==> config.mk <==
export PLATFORM = sky130hd
export DESIGN_NAME = vp_status_irq
export DESIGN_NICKNAME = d
export VERILOG_FILES = /design/src/vp_regs_pkg.sv /design/src/strap_capture.sv /design/src/vp_status_irq.sv
export SDC_FILE = /design/constraint.sdc
export NUM_CORES = 1
export LEC_CHECK = 0
export BUFFER_PORTS_ARGS = -buffer_cell sky130_fd_sc_hd__buf_2
export CAP_MARGIN = 20
export CORE_ASPECT_RATIO = 2
export CORE_MARGIN = 1
export CORE_UTILIZATION = 47
export CTS_BUF_LIST = sky130_fd_sc_hd__clkbuf_4 sky130_fd_sc_hd__clkbuf_8
export CTS_CLUSTER_SIZE = 40
export DETAILED_ROUTE_END_ITERATION = 16
export PLACE_DENSITY = 0.79
export SLEW_MARGIN = 20
export SYNTH_ARGS = -nofsm -noshare
export SYNTH_HDL_FRONTEND = slang
export SYNTH_HIERARCHICAL = 1
export SYNTH_SLANG_ARGS = --single-unit
==> constraint.sdc <==
create_clock -name mclk -period 1.6 [get_ports mclk]
set_clock_uncertainty 0.05 [all_clocks]
set_input_delay 0 -clock mclk [delete_from_list [all_inputs] [get_ports mclk]]
set_output_delay 0 -clock mclk [all_outputs]
set_load 0.03 [all_outputs]
==> src/vp_regs_pkg.sv <==
// Register map, field positions and reset values of the video port
// status and interrupt enable bank.
// Assumes a 32-bit APB slave with one aligned word per register.
package vp_regs_pkg;

  // ----------------------------------------------------------------
  // Register byte offsets
  // ----------------------------------------------------------------
  localparam logic [7:0] PORT_STATUS_OFS = 8'h00;
  localparam logic [7:0] IRQ_ENABLE_OFS  = 8'h04;
  localparam logic [7:0] IRQ_STATUS_OFS  = 8'h08;
  localparam int         ADDR_W          = 8;

  // ----------------------------------------------------------------
  // Port status fields
  // ----------------------------------------------------------------
  localparam int DC_DISABLE_BIT = 3;
  localparam int HIGH_HALF_BIT  = 2;

  // ----------------------------------------------------------------
  // Interrupt enable / event fields (same layout in both registers, GLOBAL_EN_BIT in enable only)
  // ----------------------------------------------------------------
  localparam int LONG_FIELD_B_BIT    = 23;
  localparam int SHORT_FIELD_B_BIT   = 22;
  localparam int VERT_F2_B_BIT       = 21;
  localparam int VERT_F1_B_BIT       = 20;
  localparam int SYNC_ERR_B_BIT      = 19;
  localparam int CAP_DONE_B_BIT      = 18;
  localparam int CAP_OVR_B_BIT       = 17;
  localparam int GPIO_EVT_BIT        = 16;
  localparam int DISP_UNACK_BIT      = 14;
  localparam int DISP_DONE_BIT       = 13;
  localparam int DISP_UNDER_BIT      = 12;
  localparam int SYSTIME_TICK_BIT    = 11;
  localparam int SYSTIME_EVT_BIT     = 10;
  localparam int LONG_FIELD_A_BIT    = 7;
  localparam int SHORT_FIELD_A_BIT   = 6;
  localparam int VERT_F2_A_BIT       = 5;
  localparam int VERT_F1_A_BIT       = 4;
  localparam int SYNC_ERR_A_BIT      = 3;
  localparam int CAP_DONE_A_BIT      = 2;
  localparam int CAP_OVR_A_BIT       = 1;
  localparam int GLOBAL_EN_BIT       = 0;

  // ----------------------------------------------------------------
  // Reset values and timing
  // ----------------------------------------------------------------
  localparam logic [31:0] IRQ_ENABLE_RST = 32'h0000_0000;
  localparam logic [31:0] IRQ_STATUS_RST = 32'h0000_0000;
  localparam int          STRAP_SETTLE   = 3;

endpackage

==> src/strap_capture.sv <==
// Strap capture for the chip-level pin-mux configuration levels.
// Assumes the strap levels are asynchronous to mclk and steady
// around reset release.
`timescale 1ns/1ps
`default_nettype none

module strap_capture #(
  parameter int WIDTH = 2
) (
  input  wire logic             mclk,
  input  wire logic             rst,
  input  wire logic [WIDTH-1:0] strapIn,
  output logic      [WIDTH-1:0] strapOut,
  output logic                  captured
);

  logic [WIDTH-1:0] meta_reg;
  logic [WIDTH-1:0] sync_reg;
  logic [WIDTH-1:0] hold_reg;
  logic [WIDTH-1:0] hold_next;
  logic [1:0]       settle_reg;
  logic [1:0]       settle_next;
  logic             done_reg;
  logic             done_next;

  // ----------------------------------------------------------------
  // Capture: wait for the synchroniser to fill, then latch once
  // ----------------------------------------------------------------
  always_comb begin
    hold_next   = hold_reg;
    settle_next = settle_reg;
    done_next   = done_reg;
    if (!done_reg) begin
      if (settle_reg == 2'(vp_regs_pkg::STRAP_SETTLE - 1)) begin
        hold_next = sync_reg;
        done_next = 1'b1;
      end else begin
        settle_next = settle_reg + 2'h1;
      end
    end
  end

  always_ff @(posedge mclk or posedge rst) begin
    if (rst) begin
      meta_reg   <= '0;
      sync_reg   <= '0;
      hold_reg   <= '0;
      settle_reg <= 2'h0;
      done_reg   <= 1'b0;
    end else begin
      meta_reg   <= strapIn;
      sync_reg   <= meta_reg;
      hold_reg   <= hold_next;
      settle_reg <= settle_next;
      done_reg   <= done_next;
    end
  end

  assign strapOut = hold_reg;
  assign captured = done_reg;

endmodule

`default_nettype wire

==> src/vp_status_irq.sv <==
// Video port status and interrupt enable register bank, APB slave.
// Assumes event pulses come from logic on mclk and the pin-mux straps
// come from chip pins, asynchronous to mclk.
//
// The placing of the registers and register access over APB were chosen for this implementation.
`timescale 1ns/1ps
`default_nettype none

module vp_status_irq (
  input  wire logic        mclk,
  input  wire logic        rst,
  input  wire logic        psel,
  input  wire logic        penable,
  input  wire logic        pwrite,
  input  wire logic [7:0]  paddr,
  input  wire logic [31:0] pwdata,
  output logic      [31:0] prdata,
  output logic             pready,
  output logic             pslverr,
  input  wire logic [23:0] eventIn,
  input  wire logic        dcDisableStrap,
  input  wire logic        highHalfStrap,
  output logic             dualChannelDisable,
  output logic             highHalfInUse,
  output logic             irq
);

  // ----------------------------------------------------------------
  // Field masks
  // ----------------------------------------------------------------
  localparam logic [31:0] ONE = 32'h0000_0001;
  localparam logic [31:0] EVT_MASK =
      (ONE << vp_regs_pkg::LONG_FIELD_B_BIT)  |
      (ONE << vp_regs_pkg::SHORT_FIELD_B_BIT) |
      (ONE << vp_regs_pkg::VERT_F2_B_BIT)     |
      (ONE << vp_regs_pkg::VERT_F1_B_BIT)     |
      (ONE << vp_regs_pkg::SYNC_ERR_B_BIT)    |
      (ONE << vp_regs_pkg::CAP_DONE_B_BIT)    |
      (ONE << vp_regs_pkg::CAP_OVR_B_BIT)     |
      (ONE << vp_regs_pkg::GPIO_EVT_BIT)      |
      (ONE << vp_regs_pkg::DISP_UNACK_BIT)    |
      (ONE << vp_regs_pkg::DISP_DONE_BIT)     |
      (ONE << vp_regs_pkg::DISP_UNDER_BIT)    |
      (ONE << vp_regs_pkg::SYSTIME_TICK_BIT)  |
      (ONE << vp_regs_pkg::SYSTIME_EVT_BIT)   |
      (ONE << vp_regs_pkg::LONG_FIELD_A_BIT)  |
      (ONE << vp_regs_pkg::SHORT_FIELD_A_BIT) |
      (ONE << vp_regs_pkg::VERT_F2_A_BIT)     |
      (ONE << vp_regs_pkg::VERT_F1_A_BIT)     |
      (ONE << vp_regs_pkg::SYNC_ERR_A_BIT)    |
      (ONE << vp_regs_pkg::CAP_DONE_A_BIT)    |
      (ONE << vp_regs_pkg::CAP_OVR_A_BIT);
  localparam logic [31:0] IE_MASK =
      EVT_MASK | (ONE << vp_regs_pkg::GLOBAL_EN_BIT);
  localparam logic [31:0] STAT_MASK =
      (ONE << vp_regs_pkg::DC_DISABLE_BIT) |
      (ONE << vp_regs_pkg::HIGH_HALF_BIT);

  logic [31:0] irqEnable_reg;
  logic [31:0] irqEnable_next;
  logic [31:0] irqStatus_reg;
  logic [31:0] irqStatus_next;
  logic [31:0] rdata_reg;
  logic [31:0] rdata_next;
  logic        err_reg;
  logic        err_next;
  logic        irq_reg;
  logic        irq_next;
  logic [1:0]  strapLevel;
  logic        strapDone;
  logic        setupPhase;
  logic        wrAccess;
  logic        hitStatus;
  logic        hitEnable;
  logic        hitIrqStat;
  logic [31:0] portStatus;
  logic [31:0] eventWide;

  // ----------------------------------------------------------------
  // Strap capture
  // ----------------------------------------------------------------
  strap_capture #(
    .WIDTH (2)
  ) u_strap (
    .mclk     (mclk),
    .rst      (rst),
    .strapIn  ({dcDisableStrap, highHalfStrap}),
    .strapOut (strapLevel),
    .captured (strapDone)
  );

  // Straps, not constants, set the flag; 1 means dual channel forbidden
  assign dualChannelDisable = strapLevel[1];
  // High half can never show without the disable flag
  assign highHalfInUse = strapLevel[0] & strapLevel[1];

  // Only reported to software: nothing here routes video data by it
  always_comb begin
    portStatus = 32'h0000_0000;
    portStatus[vp_regs_pkg::DC_DISABLE_BIT] = dualChannelDisable;
    portStatus[vp_regs_pkg::HIGH_HALF_BIT]  = highHalfInUse;
  end

  // ----------------------------------------------------------------
  // APB decode
  // ----------------------------------------------------------------
  assign setupPhase = psel & ~penable;
  assign wrAccess   = psel & penable & pwrite;
  assign hitStatus  = paddr == vp_regs_pkg::PORT_STATUS_OFS;
  assign hitEnable  = paddr == vp_regs_pkg::IRQ_ENABLE_OFS;
  assign hitIrqStat = paddr == vp_regs_pkg::IRQ_STATUS_OFS;
  assign eventWide  = {8'h00, eventIn} & EVT_MASK;

  // Zero wait states: read data is staged during the setup cycle
  assign pready  = 1'b1;
  assign prdata  = rdata_reg;
  assign pslverr = err_reg & psel & penable;

  always_comb begin
    rdata_next = rdata_reg;
    err_next   = err_reg;
    if (setupPhase) begin
      rdata_next = 32'h0000_0000;
      err_next   = ~(hitStatus | hitEnable | hitIrqStat);
      if (!pwrite) begin
        unique case (1'b1)
          hitStatus:  rdata_next = portStatus;
          hitEnable:  rdata_next = irqEnable_reg & IE_MASK;
          hitIrqStat: rdata_next = irqStatus_reg & EVT_MASK;
          default:    rdata_next = 32'h0000_0000;
        endcase
      end
    end
  end

  // ----------------------------------------------------------------
  // Enable and sticky event registers
  // ----------------------------------------------------------------
  always_comb begin
    irqEnable_next = irqEnable_reg;
    irqStatus_next = irqStatus_reg;
    if (wrAccess && hitEnable) begin
      irqEnable_next = pwdata & IE_MASK;
    end
    if (wrAccess && hitIrqStat) begin
      irqStatus_next = irqStatus_reg & ~pwdata;
    end
    // A new event wins over a same-cycle clear
    irqStatus_next = (irqStatus_next | eventWide) & EVT_MASK;
  end

  // Global enable must be set as well as the per-event enable
  always_comb begin
    irq_next = irqEnable_reg[vp_regs_pkg::GLOBAL_EN_BIT] &
               |(irqStatus_reg & irqEnable_reg & EVT_MASK);
  end

  always_ff @(posedge mclk or posedge rst) begin
    if (rst) begin
      irqEnable_reg <= vp_regs_pkg::IRQ_ENABLE_RST;
      irqStatus_reg <= vp_regs_pkg::IRQ_STATUS_RST;
      rdata_reg     <= 32'h0000_0000;
      err_reg       <= 1'b0;
      irq_reg       <= 1'b0;
    end else begin
      irqEnable_reg <= irqEnable_next;
      irqStatus_reg <= irqStatus_next;
      rdata_reg     <= rdata_next;
      err_reg       <= err_next;
      irq_reg       <= irq_next;
    end
  end

  assign irq = irq_reg;

  // ----------------------------------------------------------------
  // Checks
  // ----------------------------------------------------------------
  chk_reserved_zero: assert property (
    @(posedge mclk) disable iff (rst)
    ((irqEnable_reg & ~IE_MASK) == 32'h0000_0000) &&
    ((portStatus & ~STAT_MASK) == 32'h0000_0000))
    else $error("reserved bits not zero");

  chk_strap_steady: assert property (
    @(posedge mclk) disable iff (rst)
    strapDone |=> $stable(dualChannelDisable) && $stable(highHalfInUse))
    else $error("strap flag changed after capture");

  chk_status_read: assert property (
    @(posedge mclk) disable iff (rst)
    (setupPhase && !pwrite && hitStatus) |=>
    prdata[vp_regs_pkg::DC_DISABLE_BIT] == $past(dualChannelDisable) &&
    prdata[vp_regs_pkg::HIGH_HALF_BIT] == $past(highHalfInUse))
    else $error("status read mismatch");

  chk_high_needs_dc: assert property (
    @(posedge mclk) disable iff (rst)
    highHalfInUse |-> dualChannelDisable)
    else $error("high half without disable flag");

  chk_status_ro: assert property (
    @(posedge mclk) disable iff (rst)
    (wrAccess && hitStatus && strapDone) |=>
    $stable(dualChannelDisable) && $stable(irqEnable_reg))
    else $error("write to status had an effect");

  chk_enable_write: assert property (
    @(posedge mclk) disable iff (rst)
    (wrAccess && hitEnable) |=> irqEnable_reg == ($past(pwdata) & IE_MASK))
    else $error("enable write not stored");

  chk_enable_read: assert property (
    @(posedge mclk) disable iff (rst)
    (setupPhase && !pwrite && hitEnable) ##1 (psel && penable) |->
    prdata == irqEnable_reg)
    else $error("enable readback mismatch");

  chk_irq_gate: assert property (
    @(posedge mclk) disable iff (rst)
    ##1 irq == $past(|(irqStatus_reg & irqEnable_reg & EVT_MASK) &&
                    irqEnable_reg[vp_regs_pkg::GLOBAL_EN_BIT]))
    else $error("interrupt output not gated by enables");

  chk_global_off: assert property (
    @(posedge mclk) disable iff (rst)
    !irqEnable_reg[vp_regs_pkg::GLOBAL_EN_BIT] [*2] |-> !irq)
    else $error("interrupt with global enable off");

  chk_event_sticky: assert property (
    @(posedge mclk) disable iff (rst)
    (eventWide != 32'h0000_0000) |=>
    (irqStatus_reg & $past(eventWide)) == $past(eventWide))
    else $error("event lost");

  chk_unmapped_err: assert property (
    @(posedge mclk) disable iff (rst)
    (setupPhase && !(hitStatus || hitEnable || hitIrqStat)) ##1
    (psel && penable) |-> pslverr)
    else $error("unmapped access without error");

  chk_mapped_ok: assert property (
    @(posedge mclk) disable iff (rst)
    (setupPhase && (hitStatus || hitEnable || hitIrqStat)) ##1
    (psel && penable) |-> !pslverr)
    else $error("mapped access flagged as error");

  chk_status_rsvd: assert property (
    @(posedge mclk) disable iff (rst)
    (setupPhase && !pwrite && hitStatus) |=>
    ((prdata & ~STAT_MASK) == 32'h0000_0000))
    else $error("status reserved bits not zero");

  chk_straps_early: assert property (
    @(posedge mclk) disable iff (rst)
    !strapDone |-> !dualChannelDisable && !highHalfInUse)
    else $error("strap flag shown before capture");

  chk_enable_hold: assert property (
    @(posedge mclk) disable iff (rst)
    !(wrAccess && hitEnable) |=>
    $stable(irqEnable_reg))
    else $error("enable changed without a write");

  chk_clear_w1c: assert property (
    @(posedge mclk) disable iff (rst)
    (wrAccess && hitIrqStat && eventWide == 32'h0000_0000) |=>
    ((irqStatus_reg & $past(pwdata) & EVT_MASK) == 32'h0000_0000))
    else $error("status bit not cleared by a one");

  chk_set_wins: assert property (
    @(posedge mclk) disable iff (rst)
    (wrAccess && hitIrqStat && eventWide != 32'h0000_0000) |=>
    ((irqStatus_reg & $past(eventWide)) == $past(eventWide)))
    else $error("clear beat a same-cycle event");

  chk_irq_low: assert property (
    @(posedge mclk) disable iff (rst)
    ((irqStatus_reg & irqEnable_reg & EVT_MASK) == 32'h0000_0000) |=>
    !irq)
    else $error("interrupt without an enabled event");

  chk_irq_rise: assert property (
    @(posedge mclk) disable iff (rst)
    (irqEnable_reg[vp_regs_pkg::GLOBAL_EN_BIT] &&
     ((irqStatus_reg & irqEnable_reg & EVT_MASK) != 32'h0000_0000)) |=> irq)
    else $error("enabled event did not raise interrupt");

endmodule

`default_nettype wire

* Word-level counts from Yosys, hierarchy flattened
Index checks and enable logic that the tools add are counted.
** Cells by class
- Add/subtract/negate cells :: 1
- Equality and inequality tests :: 3
- Muxes and demuxes :: 5
- Bitwise logic cells :: 17
- Reductions and logical operators :: 6
** Operators with widths (number)
- one-hot mux 24 bit (3 select lines) :: 1
- AND 24 bit :: 2
- two-way mux 32 bit :: 1
- two-way mux 24 bit :: 1
- inverter 24 bit :: 1
- bitwise OR 24 bit :: 1
- OR reduction 20 bit :: 1
- equality test 8 x 3 -> 1 bit, second input constant :: 1
- equality test 8 x 4 -> 1 bit, second input constant :: 1
- logical NOT 8 bit :: 1
- AND 1 bit :: 7
- inverter 1 bit :: 4
- AND reduction 2 bit :: 2
- adder 2 x 1 -> 2 bit, second input constant :: 1
- equality test 2 bit, second input constant :: 1
- logical AND 1 bit :: 2
- two-way mux 1 bit :: 2
- bitwise OR 1 bit :: 2
** Word-level totals
- Bits in registers :: 84
- Output and inout port bits :: 37

* Longest topological paths before layout
- Word-level depth :: 5
- Mapped depth :: 5

* Cells and area by module
Netlist, hierarchy kept.
** By module, submodules not included
- vp_status_irq :: times used 1, cells an instance 248, area an instance 2822.7 sq um, seq. area each 1601.5 sq um
- strap_capture :: times used 1, cells an instance 19, area an instance 327.8 sq um, seq. area each 225.2 sq um

* Least setup slack after synthesis
No wires, ideal clock.
- Path kind :: input-to-reg
- From :: input port paddr[1]
- To :: register rdata_reg[18], in the netlist prdata[18]
- Setup time :: 0.077 ns
- Data arrival time :: 1.415 ns
- Required time :: 1.473 ns
- Setup slack :: 0.058 ns
- Cell stages on the path :: 5
- Path buffers :: 1
- Cells stage by stage :: or4_4 > a211o_1 > or3_1 > buf_6 > o21ai_1
** Between the ends
- Cells in the longest elaborated chain, start to end :: 3
- Elaborated cells on any way between the ends :: 5
** RTL lines
- start, declared :: RTL line vp_status_irq.sv:15 : input wire logic [7:0] paddr,
- equality test 8 x 4 -> 1 bit, or another cell as far along :: RTL line vp_status_irq.sv:111 : assign hitIrqStat = paddr == vp_regs_pkg::IRQ_STATUS_OFS;
- one-hot mux 24 bit (3 select lines) (*) :: RTL line vp_status_irq.sv:126 : unique case (1'b1)
- two-way mux 32 bit (*) :: RTL line vp_status_irq.sv:125 : if (!pwrite) begin
- end signal, assigned :: RTL line vp_status_irq.sv:168 : rdata_reg <= rdata_next;
- end, declared :: RTL line vp_status_irq.sv:63 : logic [31:0] rdata_reg;
Every way passes the cells marked *; elsewhere a longest branch is shown, timed or not.
A chain may end at the register's enable or synchronous reset.

* Worst setup path in the final report
- From :: register irqEnable_reg[10]
- To :: register irq_reg, in the netlist irq
** Between the ends
- Cells in the longest elaborated chain, start to end :: 3
** RTL lines
- start, declared :: RTL line vp_status_irq.sv:59 : logic [31:0] irqEnable_reg;
- start signal, assigned :: RTL line vp_status_irq.sv:160 : irqEnable_reg <= vp_regs_pkg::IRQ_ENABLE_RST;
- start signal, assigned :: RTL line vp_status_irq.sv:166 : irqEnable_reg <= irqEnable_next;
- AND 24 bit :: RTL line vp_status_irq.sv:155 : |(irqStatus_reg & irqEnable_reg & EVT_MASK);
- OR reduction 20 bit :: RTL line vp_status_irq.sv:155
- AND 1 bit :: RTL line vp_status_irq.sv:154 : irq_next = irqEnable_reg[vp_regs_pkg::GLOBAL_EN_BIT] &
- via irq_next :: RTL line vp_status_irq.sv:68 : logic irq_next;
- end signal, assigned :: RTL line vp_status_irq.sv:170 : irq_reg <= irq_next;
- end, declared :: RTL line vp_status_irq.sv:67 : logic irq_reg;
The timed path passes the listed nets, and every way through them passes these cells.

==> impl_summary.log <==
INFO  metric timing.fmax = 694 MHz
INFO  metric drt_first_pass_iters = 4
INFO  metric drc_errors = 0
INFO  metric p_sw_share = 22.6%
INFO  metric critPathArrivalTime = 1.63 ns
INFO  metric unrepaired_setup_endpoints_after_global_routing = no
INFO  metric dr.first_iter.drc_count = 61
INFO  metric synthDominantCellAreaShare = 58.0%
INFO  metric hold_path_class = in -> reg
INFO  metric outcome = finished, final reports clean
INFO  metric synth_sequential_area_ratio = 58.0%
INFO  metric port_buffers = 80
INFO  metric pin_count = 108
INFO  metric yosys-top-cells-count = dfrtp_1 (73), nand2_1 (41), a22oi_1 (22)
INFO  metric power.density_cell_area = 837 nW/µm²
INFO  metric final-max-slew-violation-count = 0
INFO  metric wl_per_cell = 14.9 µm
INFO  metric half_perimeter_wire_length_after_placement = 5.06 mm
INFO  metric first_global_vias = 2598
INFO  metric timing.slew.headroom = 65.4%
INFO  metric synth.distinct_cells = 39
INFO  metric pwr-share-seq = 52.3%
INFO  metric place_ws = -0.183 ns
INFO  metric start_util = 49.1%
INFO  metric fin_worst_hold_slack = 0.0155 ns
INFO  metric post_synth_inst_count = 267
INFO  metric grt_remaining_overflow = 0
INFO  metric reg2reg_depth = 4
INFO  metric diodes = 0
INFO  metric std_cell_rows = 41
INFO  metric clk_pin_slew_worst_paths = 0.07 ns
INFO  metric largest_cells_by_area_after_synthesis = dfrtp_1 (58%), mux2_2 (7.5%), a22oi_1 (5.2%)
INFO  metric fin_total_pwr = 3.59 mW
INFO  metric worstSetupPathType = reg -> reg
INFO  metric leakagePower = 2.00 nW
INFO  metric required = 1.79 ns
INFO  metric design.final.nets = 470
INFO  metric layout_min_cycle_time = 1.44 ns
INFO  metric cts_max_path_buffers = 2
INFO  metric post-route-worst-setup-slack = 0.159 ns
INFO  metric cell_type_with_the_highest_aggregate_area_in_the_netlist = dfrtp_1
INFO  metric synth.most_common_cell = dfrtp_1
INFO  metric antenna_found_initial = 0
INFO  metric postSynthAreaPerCell = 11.8 µm²
INFO  metric fp.coreArea = 6410 µm²
INFO  metric flow.area_growth_from_synthesis = 35.9%
INFO  metric critPathMaxFanout = 3
INFO  metric final_min_period_over_clock_period = 90.0%
INFO  metric combinationalPowerShare = 10.1%
INFO  metric whs_path_depth = 4
INFO  metric synth-warning-count = 6
INFO  metric die_area = 7050 µm²
INFO  metric die_width = 59.9 µm
INFO  metric grt_max_degree = 43
INFO  metric post_synth_instance_area = 3150 µm²
INFO  metric irDropWorstVdd = 0.688 mV
INFO  metric detailroute.via_count = 2512
INFO  metric cellInternalPower = 2.78 mW
INFO  metric cp-end-kind = flop
INFO  metric grtUsageTotal = 23.2%
INFO  metric filler_instances = 493
INFO  metric grt_pass1_wl = 11.9 mm
INFO  metric post_cts_resize_count = 0
INFO  metric timing.critical_path.from_type = flop
INFO  metric postRouteWirelength = 7.29 mm
INFO  metric h-tree-depth = 3
INFO  metric die_y = 118 µm
INFO  metric cts_inserted_buffers = 9
INFO  metric clock_insertion_delay_worst_skew = 0.34 ns
INFO  metric async_flop_share = 100%
INFO  metric ys.flop_type = dfrtp_1
INFO  metric drive_above_1_share = 34.8%
INFO  metric tritoncts_clock_tree = done
INFO  metric timing_worst_slew_pin_value = 0.518 ns
INFO  metric routed_via_density = 5.15
INFO  metric postCtsSetupRepairBufs = 0
INFO  metric power.net_switching = 0.809 mW
INFO  metric cts.root.buffer_cell = clkbuf_8
INFO  metric cts.sink_count = 73
INFO  metric cap_violations = 0
INFO  metric number_of_enable_type_register_cells_in_the_synthesized_netlist = 0
INFO  metric report.final.hold_viol_count = 0
INFO  metric final-setup-viol-count = 0
INFO  metric synth-seq-cells = 73
INFO  metric gp_congestion = 0.754
INFO  metric ant_nets = 0
INFO  metric pwr-share-clk = 37.6%
cells by family after synthesis:
kind of cell | Yosys count | synth area share [%]
buffers and inverters | 28 | 5.40
AO/OA/AOI/OAI | 76 | 17.0
AND/OR/NAND/NOR | 61 | 9.29
flip-flops | 73 | 58.0
XOR/XNOR | 1 | 0.516
adder cells (fa/ha/maj) | 1 | 0.397
multiplexers | 25 | 9.13
other | 2 | 0.238
per-stage QoR:
| step | instances | utilization (%) | area (µm²) | TNS (ns) |
|---|---|---|---|---|
| 2_1_floorplan | 277 | - | 3190 | 0 |
| 3_3_place_gp | 428 | 56.9 | 3650 | -2.88 |
| 5_1_grt | 488 | 66.8 | 4280 | 0 |
| 4_1_cts | 488 | 66.8 | 4280 | 0 |
| 6_report | 488 | 66.8 | 4280 | 0 |
| 3_5_place_dp | 428 | 56.9 | 3650 | -5.95 |
power groups by stage:
stage / Clock (mW) / Combinational [mW] / Sequential (mW)
floorplan: 0 / 0.173 / 1.91
global placement: 0 / 0.273 / 1.91
detailed placement: 0 / 0.277 / 1.91
CTS: 1.39 / 0.361 / 1.87
global route: 1.46 / 0.397 / 1.87
finish: 1.35 / 0.362 / 1.87
final timing paths:
path                                startpoint                   to  slack, ns
max                          irqEnable_reg[10]                  irq       0.16
min                                   paddr[2]            prdata[3]       0.02
max reg2reg                  irqEnable_reg[10]                  irq       0.16
min reg2reg                u_strap/meta_reg[0]  u_strap/sync_reg[0]       0.30
max in group asynchronous                  rst    irqStatus_reg[19]       0.75
min in group asynchronous                  rst  u_strap/strapOut[1]       0.13
layer usage:
metal  up-vias  global-route usage (%)  routed length [µm]
li1       1185                       -                   -
met1      1208                    25.1                2540
met2        98                    39.6                4070
met3        21                    6.37                 402
met4         0                    11.5                 273
met5         -                       0                   0
layout by cell type (no fill, tap or decap), types with 2 or more instances in the layout:
master	n
buf_2	80
dfrtp_1	73
dlygate4sd3_1	45
nand2_1	41
a22oi_1	22
mux2_2	21
a21o_1	20
o21ai_1	16
conb_1	12
clkbuf_8	9
buf_4	8
o21ai_2	5
a22o_1	4
nand2b_1	3
a221oi_1	3
a21oi_1	3
clkinv_2	3
nor2b_1	2
nand3_1	2
nor3b_1	2
clkbuf_4	2
buf_12	2
mux2_4	2
inv_1	2
layout make-up:
cell class,count,area [µm²],area share [%]
Sequential cell,73,1830,42.7
Multi-Input combinational cell,176,1200,28.0
Timing Repair Buffer,135,951,22.2
Clock buffer,11,139,3.24
Tap cell,86,108,2.51
Clock inverter,4,45.0,1.05
Inverter,3,15.0,0.351
worst max-delay path: stages (launching register included):
cell      delay [ns]
dfrtp_1         0.39
a22o_1          0.25
a221oi_1        0.24
nand4_1         0.19
o21a_1          0.21
what timing repair did:
action / CTS / global route
endpoints found under the hold margin: 75 / 0
endpoints found under the setup margin: 0 / 0
hold buffers: 45 / 0
(Power assumes the default switching activity.)
